File: src/core/gts_pkg.sv
// Constants shared by the slot-transmit register bank and its sender
package gts_pkg;
   // ****************************************************************
   // Register indices (byte address is four times the index)
   // ****************************************************************
   localparam logic [5:0] IDX_CTRL  = 6'h1D;
   localparam logic [5:0] IDX_END23 = 6'h1E;
   localparam logic [5:0] IDX_END45 = 6'h1F;
   localparam logic [5:0] IDX_END6  = 6'h20;
   localparam logic [5:0] IDX_IFS   = 6'h21;

   // ****************************************************************
   // Field positions
   // ****************************************************************
   localparam int RETRY_LSB = 6;
   localparam int SLOT_LSB  = 3;
   localparam int ACK_BIT   = 2;
   localparam int SEC_BIT   = 1;
   localparam int TRIG_BIT  = 0;
   localparam int HI_LSB    = 4;
   localparam int SPACE_LSB = 2;
   localparam int ALT_BIT   = 1;
   localparam int FP_BIT    = 0;

   // ****************************************************************
   // Reset values and symbol counts
   // ****************************************************************
   localparam logic [5:0] SPACE_RST      = 6'h21;
   localparam logic [3:0] END_RST        = 4'h0;
   localparam int         LIFS_SYMBOLS   = 40;
   localparam logic [3:0] LAST_SLOT_END  = 4'hF;
endpackage

File: src/core/gts_tx_slot_config_regs.sv
// Register bank for slot-transmit control, end slots and spacing
// Behaviour
// - Retry field writes the limit; reads give retries of last good send.
// - Slot field picks the slot in which the second FIFO frame goes out.
// - Ack request bit set: expect acknowledgement, resend when missing; resets zero.
// - Security bit set applies security to the frame; resets zero.
// - Writing one to trigger launches sending; hardware clears it; reads zero.
// - One register holds third and second slot ends, both resetting zero.
// - Another register holds fifth and fourth slot ends, both resetting zero.
// - Sixth slot end in low nibble; upper nibble reserved and reads zero.
//
// Chosen here: the Avalon-MM slave port.
module gts_tx_slot_config_regs
   import gts_pkg::*;
(
   input  wire logic        i_clk_sys,
   input  wire logic        i_reset,
   input  wire logic        i_clk_en,
   input  wire logic [5:0]  i_avs_address,
   input  wire logic        i_avs_read,
   input  wire logic        i_avs_write,
   input  wire logic [31:0] i_avs_writedata,
   input  wire logic [3:0]  i_avs_byteenable,
   output logic [31:0]      o_avs_readdata,
   output logic             o_avs_waitrequest,
   input  wire logic [2:0]  i_current_slot,
   input  wire logic        i_frame_done,
   input  wire logic        i_ack_seen,
   output logic             o_slot_fifo_b_send,
   output logic             o_slot_fifo_b_busy,
   output logic             o_slot_fifo_b_done,
   output logic             o_slot_fifo_b_success,
   output logic             o_slot_fifo_b_ack_request,
   output logic             o_slot_fifo_b_security_on,
   output logic [2:0]       o_slot_fifo_b_slot_number,
   output logic [3:0]       o_second_slot_end,
   output logic [3:0]       o_third_slot_end,
   output logic [3:0]       o_fourth_slot_end,
   output logic [3:0]       o_fifth_slot_end,
   output logic [3:0]       o_sixth_slot_end,
   output logic [5:0]       o_long_spacing_symbols,
   output logic             o_slot_fifo_alternate_on_fail,
   output logic             o_ack_frame_pending
);
   import gts_pkg::*;

   // ****************************************************************
   // Storage
   // ****************************************************************
   logic [1:0] retry_limit_ff;
   logic [1:0] retry_used_ff;
   logic       send_trigger_ff;
   logic [7:0] end23_ff;
   logic [7:0] end45_ff;
   logic [3:0] end6_ff;
   logic       done_w;
   logic       success_w;
   logic       busy_w;
   logic       send_w;
   logic [1:0] used_w;
   logic       start_w;
   logic       wr_ok;
   logic [7:0] wd;
   logic [7:0] rd_mux;

   // Register hit test, shared by the write and read decoders
   function automatic logic hit(input logic [5:0] a, input logic [5:0] idx);
      hit = (a == idx);
   endfunction

   // Writes land at the edge where waitrequest is seen low
   assign wr_ok = i_avs_write && !o_avs_waitrequest && i_avs_byteenable[0];
   assign wd    = i_avs_writedata[7:0];

   // ****************************************************************
   // Avalon handshake
   // ****************************************************************
   // One wait state per access; readdata is loaded as waitrequest drops
   always_ff @(posedge i_clk_sys or posedge i_reset)
   begin
      if (i_reset)
         o_avs_waitrequest <= 1'b1;
      else if (i_clk_en)
         o_avs_waitrequest <= !((i_avs_read || i_avs_write) && o_avs_waitrequest);
   end

   // Trigger reads as zero; unmapped indices read as zero
   always_comb
   begin
      rd_mux = 8'h00;
      if (hit(i_avs_address, IDX_CTRL))
         rd_mux = {retry_used_ff, o_slot_fifo_b_slot_number,
                   o_slot_fifo_b_ack_request, o_slot_fifo_b_security_on, 1'b0};
      else if (hit(i_avs_address, IDX_END23))
         rd_mux = end23_ff;
      else if (hit(i_avs_address, IDX_END45))
         rd_mux = end45_ff;
      else if (hit(i_avs_address, IDX_END6))
         rd_mux = {4'h0, end6_ff};
      else if (hit(i_avs_address, IDX_IFS))
         rd_mux = {o_long_spacing_symbols, o_slot_fifo_alternate_on_fail,
                   o_ack_frame_pending};
   end

   // Read data captured once per access
   always_ff @(posedge i_clk_sys or posedge i_reset)
   begin
      if (i_reset)
         o_avs_readdata <= 32'h0000_0000;
      else if (i_clk_en && i_avs_read && o_avs_waitrequest)
         o_avs_readdata <= {24'h00_0000, rd_mux};
   end

   // ****************************************************************
   // Second slot FIFO control
   // ****************************************************************
   // Limit, slot, ack request and security, written by software
   always_ff @(posedge i_clk_sys or posedge i_reset)
   begin
      if (i_reset)
      begin
         retry_limit_ff            <= 2'h0;
         o_slot_fifo_b_slot_number <= 3'h0;
         o_slot_fifo_b_ack_request <= 1'b0;
         o_slot_fifo_b_security_on <= 1'b0;
      end
      else if (i_clk_en && wr_ok && hit(i_avs_address, IDX_CTRL))
      begin
         retry_limit_ff            <= wd[RETRY_LSB +: 2];
         o_slot_fifo_b_slot_number <= wd[SLOT_LSB +: 3];
         o_slot_fifo_b_ack_request <= wd[ACK_BIT];
         o_slot_fifo_b_security_on <= wd[SEC_BIT];
      end
   end

   // Trigger: a software set in the finishing cycle wins over the clear
   always_ff @(posedge i_clk_sys or posedge i_reset)
   begin
      if (i_reset)
         send_trigger_ff <= 1'b0;
      else if (i_clk_en)
      begin
         if (wr_ok && hit(i_avs_address, IDX_CTRL) && wd[TRIG_BIT])
            send_trigger_ff <= 1'b1;
         else if (done_w)
            send_trigger_ff <= 1'b0;
      end
   end

   // Retry readback follows only successful frames
   always_ff @(posedge i_clk_sys or posedge i_reset)
   begin
      if (i_reset)
         retry_used_ff <= 2'h0;
      else if (i_clk_en && done_w && success_w)
         retry_used_ff <= used_w;
   end

   // Done cycle blocks restart, so a finished frame is not resent
   assign start_w = send_trigger_ff && !busy_w && !done_w;

   gts_sender u_sender
   (
      .i_clk_sys      (i_clk_sys),
      .i_reset        (i_reset),
      .i_clk_en       (i_clk_en),
      .i_start        (start_w),
      .i_retry_limit  (retry_limit_ff),
      .i_ack_request  (o_slot_fifo_b_ack_request),
      .i_slot_number  (o_slot_fifo_b_slot_number),
      .i_current_slot (i_current_slot),
      .i_frame_done   (i_frame_done),
      .i_ack_seen     (i_ack_seen),
      .o_send         (send_w),
      .o_busy         (busy_w),
      .o_done         (done_w),
      .o_success      (success_w),
      .o_retries_used (used_w)
   );

   // Status mirrors of the sender flops; busy mirrors the trigger flop
   assign o_slot_fifo_b_send    = send_w;
   assign o_slot_fifo_b_busy    = send_trigger_ff;
   assign o_slot_fifo_b_done    = done_w;
   assign o_slot_fifo_b_success = success_w;

   // ****************************************************************
   // End slots
   // ****************************************************************
   // Fifteen in the sixth end is software's job when a seventh exists
   always_ff @(posedge i_clk_sys or posedge i_reset)
   begin
      if (i_reset)
      begin
         end23_ff <= {END_RST, END_RST};
         end45_ff <= {END_RST, END_RST};
         end6_ff  <= END_RST;
      end
      else if (i_clk_en && wr_ok)
      begin
         if (hit(i_avs_address, IDX_END23))
            end23_ff <= wd;
         if (hit(i_avs_address, IDX_END45))
            end45_ff <= wd;
         if (hit(i_avs_address, IDX_END6))
            end6_ff <= wd[3:0];
      end
   end

   assign o_third_slot_end  = end23_ff[HI_LSB +: 4];
   assign o_second_slot_end = end23_ff[3:0];
   assign o_fifth_slot_end  = end45_ff[HI_LSB +: 4];
   assign o_fourth_slot_end = end45_ff[3:0];
   assign o_sixth_slot_end  = end6_ff;

   // ****************************************************************
   // Interframe spacing and pending control
   // ****************************************************************
   // Settle count is elsewhere; the two together must make forty symbols
   always_ff @(posedge i_clk_sys or posedge i_reset)
   begin
      if (i_reset)
      begin
         o_long_spacing_symbols        <= SPACE_RST;
         o_slot_fifo_alternate_on_fail <= 1'b0;
         o_ack_frame_pending           <= 1'b0;
      end
      else if (i_clk_en && wr_ok && hit(i_avs_address, IDX_IFS))
      begin
         o_long_spacing_symbols        <= wd[SPACE_LSB +: 6];
         o_slot_fifo_alternate_on_fail <= wd[ALT_BIT];
         o_ack_frame_pending           <= wd[FP_BIT];
      end
   end
endmodule

File: src/core/gts_sender.sv
// Attempt sequencer for the second slot FIFO: slot wait, retries, result
module gts_sender
   import gts_pkg::*;
(
   input  wire logic       i_clk_sys,
   input  wire logic       i_reset,
   input  wire logic       i_clk_en,
   input  wire logic       i_start,
   input  wire logic [1:0] i_retry_limit,
   input  wire logic       i_ack_request,
   input  wire logic [2:0] i_slot_number,
   input  wire logic [2:0] i_current_slot,
   input  wire logic       i_frame_done,
   input  wire logic       i_ack_seen,
   output logic            o_send,
   output logic            o_busy,
   output logic            o_done,
   output logic            o_success,
   output logic [1:0]      o_retries_used
);
   typedef enum logic [1:0] {S_IDLE, S_WAIT_SLOT, S_AIR} gts_state_t;

   gts_state_t  state_ff;
   logic [1:0]  count_ff;
   logic [1:0]  limit_ff;
   logic        more_ok;

   assign o_busy  = (state_ff != S_IDLE);
   assign more_ok = i_ack_request && !i_ack_seen && (count_ff < limit_ff);

   // ****************************************************************
   // Attempt state machine
   // ****************************************************************
   // Limit is caught at start so a rewrite mid-frame cannot shorten it
   always_ff @(posedge i_clk_sys or posedge i_reset)
   begin
      if (i_reset)
      begin
         state_ff       <= S_IDLE;
         count_ff       <= 2'h0;
         limit_ff       <= 2'h0;
         o_send         <= 1'b0;
         o_done         <= 1'b0;
         o_success      <= 1'b0;
         o_retries_used <= 2'h0;
      end
      else if (i_clk_en)
      begin
         o_send <= 1'b0;
         o_done <= 1'b0;
         unique case (state_ff)
            S_IDLE:
            begin
               if (i_start)
               begin
                  count_ff <= 2'h0;
                  limit_ff <= i_retry_limit;
                  state_ff <= S_WAIT_SLOT;
               end
            end
            S_WAIT_SLOT:
            begin
               // Frame goes out only inside its own slot
               if (i_current_slot == i_slot_number)
               begin
                  o_send   <= 1'b1;
                  state_ff <= S_AIR;
               end
            end
            S_AIR:
            begin
               if (i_frame_done)
               begin
                  if (more_ok)
                  begin
                     count_ff <= count_ff + 2'h1;
                     state_ff <= S_WAIT_SLOT;
                  end
                  else
                  begin
                     o_done         <= 1'b1;
                     o_success      <= !i_ack_request || i_ack_seen;
                     o_retries_used <= count_ff;
                     state_ff       <= S_IDLE;
                  end
               end
            end
         endcase
      end
   end
endmodule

File: config.mk
export PLATFORM = sky130hd
export DESIGN_NAME = gts_tx_slot_config_regs
export DESIGN_NICKNAME = d
export VERILOG_FILES = /design/src/core/gts_pkg.sv /design/src/core/gts_tx_slot_config_regs.sv /design/src/core/gts_sender.sv
export SDC_FILE = /design/constraint.sdc
export NUM_CORES = 1
export LEC_CHECK = 0
export BUFFER_PORTS_ARGS = -buffer_cell sky130_fd_sc_hd__buf_2
export CAP_MARGIN = 10
export CORE_MARGIN = 2
export CORE_UTILIZATION = 52
export DETAILED_ROUTE_END_ITERATION = 10
export PLACE_DENSITY = 0.94
export SYNTH_ARGS = -nofsm -noshare
export SYNTH_HDL_FRONTEND = slang
export SYNTH_HIERARCHICAL = 1
export SYNTH_SLANG_ARGS = --single-unit
File: constraint.sdc
create_clock -name i_clk_sys -period 2.5 [get_ports i_clk_sys]
set_input_delay 0.5 -clock i_clk_sys [delete_from_list [all_inputs] [get_ports i_clk_sys]]
set_output_delay 0.5 -clock i_clk_sys [all_outputs]
set_load 0.005 [all_outputs]
==> flow_summary.ini, run 1 <==
[clock_network]
cts_tree = done
cts_sinks = 58
numCtsBuffers = 9
clkSlewWorstSetupHoldPaths_ns = 0.07
cts_resized = 0
cts_buffer_depth = 2
clk_latency_ns = 0.34
cts_root_buf = clkbuf_8
postCtsHoldBufs = 0
htree_levels = 3
cts_setup_buffers = 0

[cells_and_area]
fin_nets = 372
final_area_sq_um = 3490
mostFrequentLayoutCell = buf_2
antenna_cells = 0
drive_above_1_share_pct = 44.1
area_growth_pct = 20.1
layout_common_cells = buf_2 (70), dfrtp_1 (55), mux2_2 (34)

[route]
vias = 2225
drt_iter0_markers = 103
post_drt_wl_per_cell_um = 16.9
postRouteAntennaNets = 0
drt-pass1-iter-count = 4
via_per_inst = 5.62
routed_wl_um = 6690
drcViolationCount = 0

[global_route]
grt_pass1_vias = 2121
antenna_found_initial = 0
grtUsageMet2_pct = 36.0
busiest_layer = met2
grt_max_degree = 48
grt_pass1_wl_um = 10600
use_met1_pct = 29.3
grt.overflow.total = 0
grt_use_total_pct = 23.2
met3_usage_pct = 7.16

[floorplan]
fp-row-count = 27
die_w_um = 78.7
ioPinCount = 122
dieArea_sq_um = 6200
core_sq_um = 5440
die_h_um = 78.7
start_util_pct = 53.4

[critical_path]
start_kind = register
worstRegToRegCells = 4
cp.arrival_ns = 2.06
path_max_fanout = 8
path_class = reg2reg
ff2ff_setup_slack_ns = 0.70
cp.required_ns = 2.76
reg2reg_from = o_avs_waitrequest$_DFFE_PP1P_
end_kind = register
timing.rr.end = o_avs_readdata[0]$_DFFE_PP0P_

[yosys]
ys_ff_latch = 58
synthFlopType = dfrtp_1
synth-async-reset-ratio_pct = 100
synth_warnings = 6
syn_area_sq_um = 2910
syn_inst = 238
ys_types = 51
syn_area_per_cell_sq_um = 12.2
synth_top_area_share_pct = 47.4
synth_edf_count = 0
yosysTopAreaCell = dfrtp_1
seq_area_frac_synth_pct = 50.1
synthTopCellsByArea = dfrtp_1 (47%), mux2_2 (13%), buf_4 (6.5%)

[sta]
fin_crit_sh_pct = 72.0
rsz0062_at_grt = no
hold_viol = 0
fmax_mhz = 556
relSlewSlack_pct = 58.7
period_needed_ns = 1.80
finalSetupViolCount = 0
slew_violations = 0
setup_tns_ns = 0
worstMarginPinSlew_ns = 0.618
skew_ns = 0.00680

[power]
power_density_nw_per_um2 = 634
p_clk_share_pct = 43.3
ir_drop_mv = 0.493
switching_share_pct = 24.5
total_power_mw = 2.21
p_int_mw = 1.67
power_frac_seq_pct = 46.9
p_leak_nw = 1.87
p_switching_mw = 0.543
p_comb_share_pct = 9.8

[run_status]
outcome = complete, no violations

[placement]
dp_hpwl_um = 4890
placed_area_sq_um = 3270
place_congestion = 0.793
io_buffers = 70

[flow_run]
max_cap_viol_count = 0

[worst_hold_path]
hold_class = in2async
## synthesized netlist by cell type (all sizes together) (2+ instances only)
cell and count:
o211ai 4, mux2 42, inv 6, o21a 2
nand4b 2, and4b 2, dfstp 3, nand2 9
clkbuf 2, and3 5, nand3b 2, xor2 2
a221oi 4, o22ai 4, a22oi 4, o21ai 12
nor3 3, a21oi 5, buf 26, nor3b 3
nor2 7, nand3 7, and2 2, nand2b 11
dfrtp 55
## worst max-delay path by stage
stage / from / endpoint / slack [ns] / depth (start not counted)
floorplan: i_avs_address[5] / end23_ff[0]$_DFFE_PP0P_ / 0.64 / 5
global placement: i_avs_address[4] / o_long_spacing_symbols[4]$_DFFE_PP0P_ / 0.41 / 5
detailed placement: i_avs_address[4] / o_long_spacing_symbols[2]$_DFFE_PP0P_ / 0.38 / 5
CTS: o_avs_waitrequest$_DFFE_PP1P_ / o_avs_readdata[0]$_DFFE_PP0P_ / 0.73 / 4
global route: o_avs_waitrequest$_DFFE_PP1P_ / o_avs_readdata[0]$_DFFE_PP0P_ / 0.61 / 4
finish: o_avs_waitrequest$_DFFE_PP1P_ / o_avs_readdata[0]$_DFFE_PP0P_ / 0.70 / 4
## flip-flops by register name, indices dropped and copies added (netlist names)
signal / count
o_ack_frame_pending: 1
u_sender/o_retries_used: 2
u_sender/o_send: 1
o_slot_fifo_b_ack_request: 1
u_sender/o_success: 1
o_slot_fifo_b_slot_number: 3
o_slot_fifo_b_busy: 1
o_avs_readdata: 8
o_avs_waitrequest: 1
o_sixth_slot_end: 4
o_slot_fifo_alternate_on_fail: 1
u_sender/count_ff: 2
end45_ff: 8
end23_ff: 8
o_slot_fifo_b_security_on: 1
retry_used_ff: 2
retry_limit_ff: 2
u_sender/limit_ff: 2
o_long_spacing_symbols: 6
u_sender/state_ff: 2
u_sender/o_done: 1
## worst max-delay path: stages (launching register included)
cell	delay [ns]
dfstp_2	0.58
and3_1	0.41
o21a_1	0.35
o21ai_0	0.20
o21ai_1	0.17
## through the flow
stage / worst slack, ns / hold slack, ns / utilization [%] / instances
2_1_floorplan: 0.638 / 0.352 / - / 261
3_3_place_gp: 0.405 / 0.471 / 60.1 / 380
3_5_place_dp: 0.380 / 0.488 / 60.1 / 380
4_1_cts: 0.734 / 0.152 / 64.1 / 396
5_1_grt: 0.607 / 0.171 / 64.1 / 396
6_report: 0.700 / 0.149 / 64.1 / 396
## routing by layer
layer | wire [um] | part of all wire, %
met1 | 2770 | 41
met2 | 3210 | 48
met3 | 574 | 8.6
met4 | 138 | 2.1
met5 | 0 | 0
## cells by family (layout without fill, tap and decap cells)
kind of cell	count (synthesis)	after routing	synth area share, %
multiplexers	43	43	17.1
flip-flops	58	58	50.1
XOR/XNOR	3	3	0.905
AND/OR/NAND/NOR	58	58	14.6
AO/OA/AOI/OAI	40	40	9.04
adder cells (fa/ha/maj)	1	1	0.431
other	1	24	0.129
buffers and inverters	34	97	7.67
## final cells by class
class / instances / area, sq um
Fill cell: 419 / 1950
Sequential cell: 58 / 1460
Multi-Input combinational cell: 169 / 1310
Timing Repair Buffer: 75 / 388
Clock buffer: 11 / 141
Tap cell: 72 / 90.1
Clock inverter: 5 / 77.6
Inverter: 6 / 22.5
## power by group through the flow
stage,Sequential (mW),Combinational [mW],Clock (mW)
6_report,1.04,0.217,0.959
4_1_cts,1.04,0.219,0.962
2_1_floorplan,1.04,0.156,0
3_3_place_gp,1.05,0.209,0
5_1_grt,1.04,0.245,1.03
3_5_place_dp,1.05,0.219,0
Note: power is estimated with default switching activity, not from simulation.
==> run 2: changes to the inputs <==
- CORE_UTILIZATION: 52 -> 43
- PLACE_DENSITY: 0.94 -> 0.84
- clock period: 2.5 -> 1.6 ns (I/O delays scaled with it)
==> run 2 against run 1 <==
Against the previous run: total power rose by 45%; the run now ends with setup timing left; die area is 20% higher; largest cell class unchanged; final area rose by 6.3%; first-iteration DRC count grew 44%; critical path depth unchanged; clock power increased by 22%; register-to-register slack worse by 0.76 ns; highest routed layer unchanged; sequential cell count unchanged.
==> flow_summary.ini, run 2 (same netlist as run 1, synthesis figures left out) <==
[cells_and_area]
mostFrequentLayoutCell = buf_2
area_growth_pct = 27.6
largest_registers = end23_ff x8, end45_ff x8, o_avs_readdata x8
antenna_cells = 0
final_area_sq_um = 3710
drive_above_1_share_pct = 48.2
fin_nets = 401
layout_common_cells = buf_2 (70), dfrtp_1 (55), mux2_2 (33)

[route]
post_drt_wl_per_cell_um = 16.8
drt_iter0_markers = 148
drt-pass1-iter-count = 4
routed_wl_um = 7230
postRouteAntennaNets = 0
via_per_inst = 5.36
drcViolationCount = 0
vias = 2306

[sta]
worst_slack_ns = -0.0623
finalSetupViolCount = 6
fmax_mhz = 602
fin_crit_sh_pct = 104
rsz0062_at_grt = yes
hold_viol = 0
slew_violations = 0
skew_ns = 0.00813
period_needed_ns = 1.66

[floorplan]
start_util_pct = 45.0
die_h_um = 86.2
dieArea_sq_um = 7430
die_w_um = 86.2
core_sq_um = 6460
fp-row-count = 29
ioPinCount = 122

[global_route]
grt_pass1_wl_um = 11600
antenna_found_initial = 0
grt_pass1_vias = 2325
grt_use_total_pct = 20.6
grt.overflow.total = 0
grt_max_degree = 18

[flow_run]
max_cap_viol_count = 0

[clock_network]
htree_levels = 3
cts_root_buf = clkbuf_8
cts_buffer_depth = 2
clk_latency_ns = 0.33
cts_tree = done
numCtsBuffers = 9
cts_sinks = 58
clkSlewWorstSetupHoldPaths_ns = 0.06

[critical_path]
crit_family = flip-flops
path_class = reg2reg
max_stage_delay_ns = 0.39
ff2ff_setup_slack_ns = -0.06
critPathBufInv = 0
start_kind = register
path_max_fanout = 4
crit_cells = 4
end_kind = register
worstRegToRegCells = 4
path_cells = ha_1 > a211o_1 > nor3b_4 > mux2_1
cp.required_ns = 1.81
cp.arrival_ns = 1.88
worst_path_max_delay_cell = dfrtp_1

[power]
power_density_nw_per_um2 = 862
total_power_mw = 3.20
p_leak_nw = 2.01
ir_drop_mv = 0.574

[placement]
placed_area_sq_um = 3480
dp_hpwl_um = 5460
io_buffers = 70
place_congestion = 0.825

[worst_hold_path]
holdPathStages = 2
hold_class = in2reg

[run_status]
outcome = finished with violations
violations = setup timing
[run 2: cell count changes in the layout (fill, tap and decap cells not counted), sizes merged]
cell,previous run,this run
clkbuf,11,16
clkinvlp,1,0
clkinv,3,1
bufinv,2,0
buf,75,103
dlygate4sd3,0,1
[run 2: layout make-up]
type,count,area (sq um)
multi-input cells,169,1340
fillers,514,2750
clock buffers,16,170
inverters,6,22.5
flip-flops and latches,58,1460
well taps,77,96.3
repair buffers,104,621
[run 2: layer usage]
layer,wire [um],GRT usage (%)
met5,0,0
met4,170,7.10
met3,536,8.67
met2,3570,33.3
met1,2950,24.8
[run 2: power breakdown]
group          switching [mW]  internal [mW]
registers              0.0558           1.54
logic                   0.233          0.191
clock network           0.524          0.650
total                   0.813           2.39
[run 2: timing repair]
item                                   CTS  global route
buffers inserted                         1             2
endpoints found under the hold margin   16             0
resized for setup                        0             4
setup endpoints to repair                4            10
hold buffers                             1             0
pin swaps                                0             2
[run 2: per-stage QoR]
step | util (%) | instances | TNS [ns] | worst slack, ns | hold slack (ns)
3_5_place_dp | 54.0 | 410 | -4.83 | -0.215 | 0.258
5_1_grt | 57.4 | 430 | -0.924 | -0.147 | 0.243
6_report | 57.4 | 430 | -0.261 | -0.0623 | 0.260
4_1_cts | 56.9 | 428 | -0.0728 | -0.0217 | 0.237
2_1_floorplan | - | 261 | -1.28 | -0.0815 | 0.172
3_3_place_gp | 54.0 | 410 | -4.03 | -0.201 | 0.261
[run 2: final timing paths]
path,from,end
max in group asynchronous,i_reset,o_long_spacing_symbols[5]$_DFFE_PP1P_
min in group asynchronous,i_reset,end23_ff[2]$_DFFE_PP0P_
setup reg to reg,u_sender/count_ff[1]$_DFFE_PP0P_,u_sender/o_retries_used[1]$_DFFE_PP0P_
hold reg to reg,u_sender/o_retries_used[1]$_DFFE_PP0P_,u_sender/o_retries_used[1]$_DFFE_PP0P_
setup / recovery,u_sender/count_ff[1]$_DFFE_PP0P_,u_sender/o_retries_used[1]$_DFFE_PP0P_
hold / removal,i_avs_writedata[5],o_long_spacing_symbols[3]$_DFFE_PP0P_
[run 2: worst reg2reg max path: cells and delay by family, from the launching register on]
kind            cells  cell delay (ns)
simple gates        1             0.19
mux                 1             0.31
flops               1             0.39
fa+ha+maj           1             0.30
compound gates      1             0.36
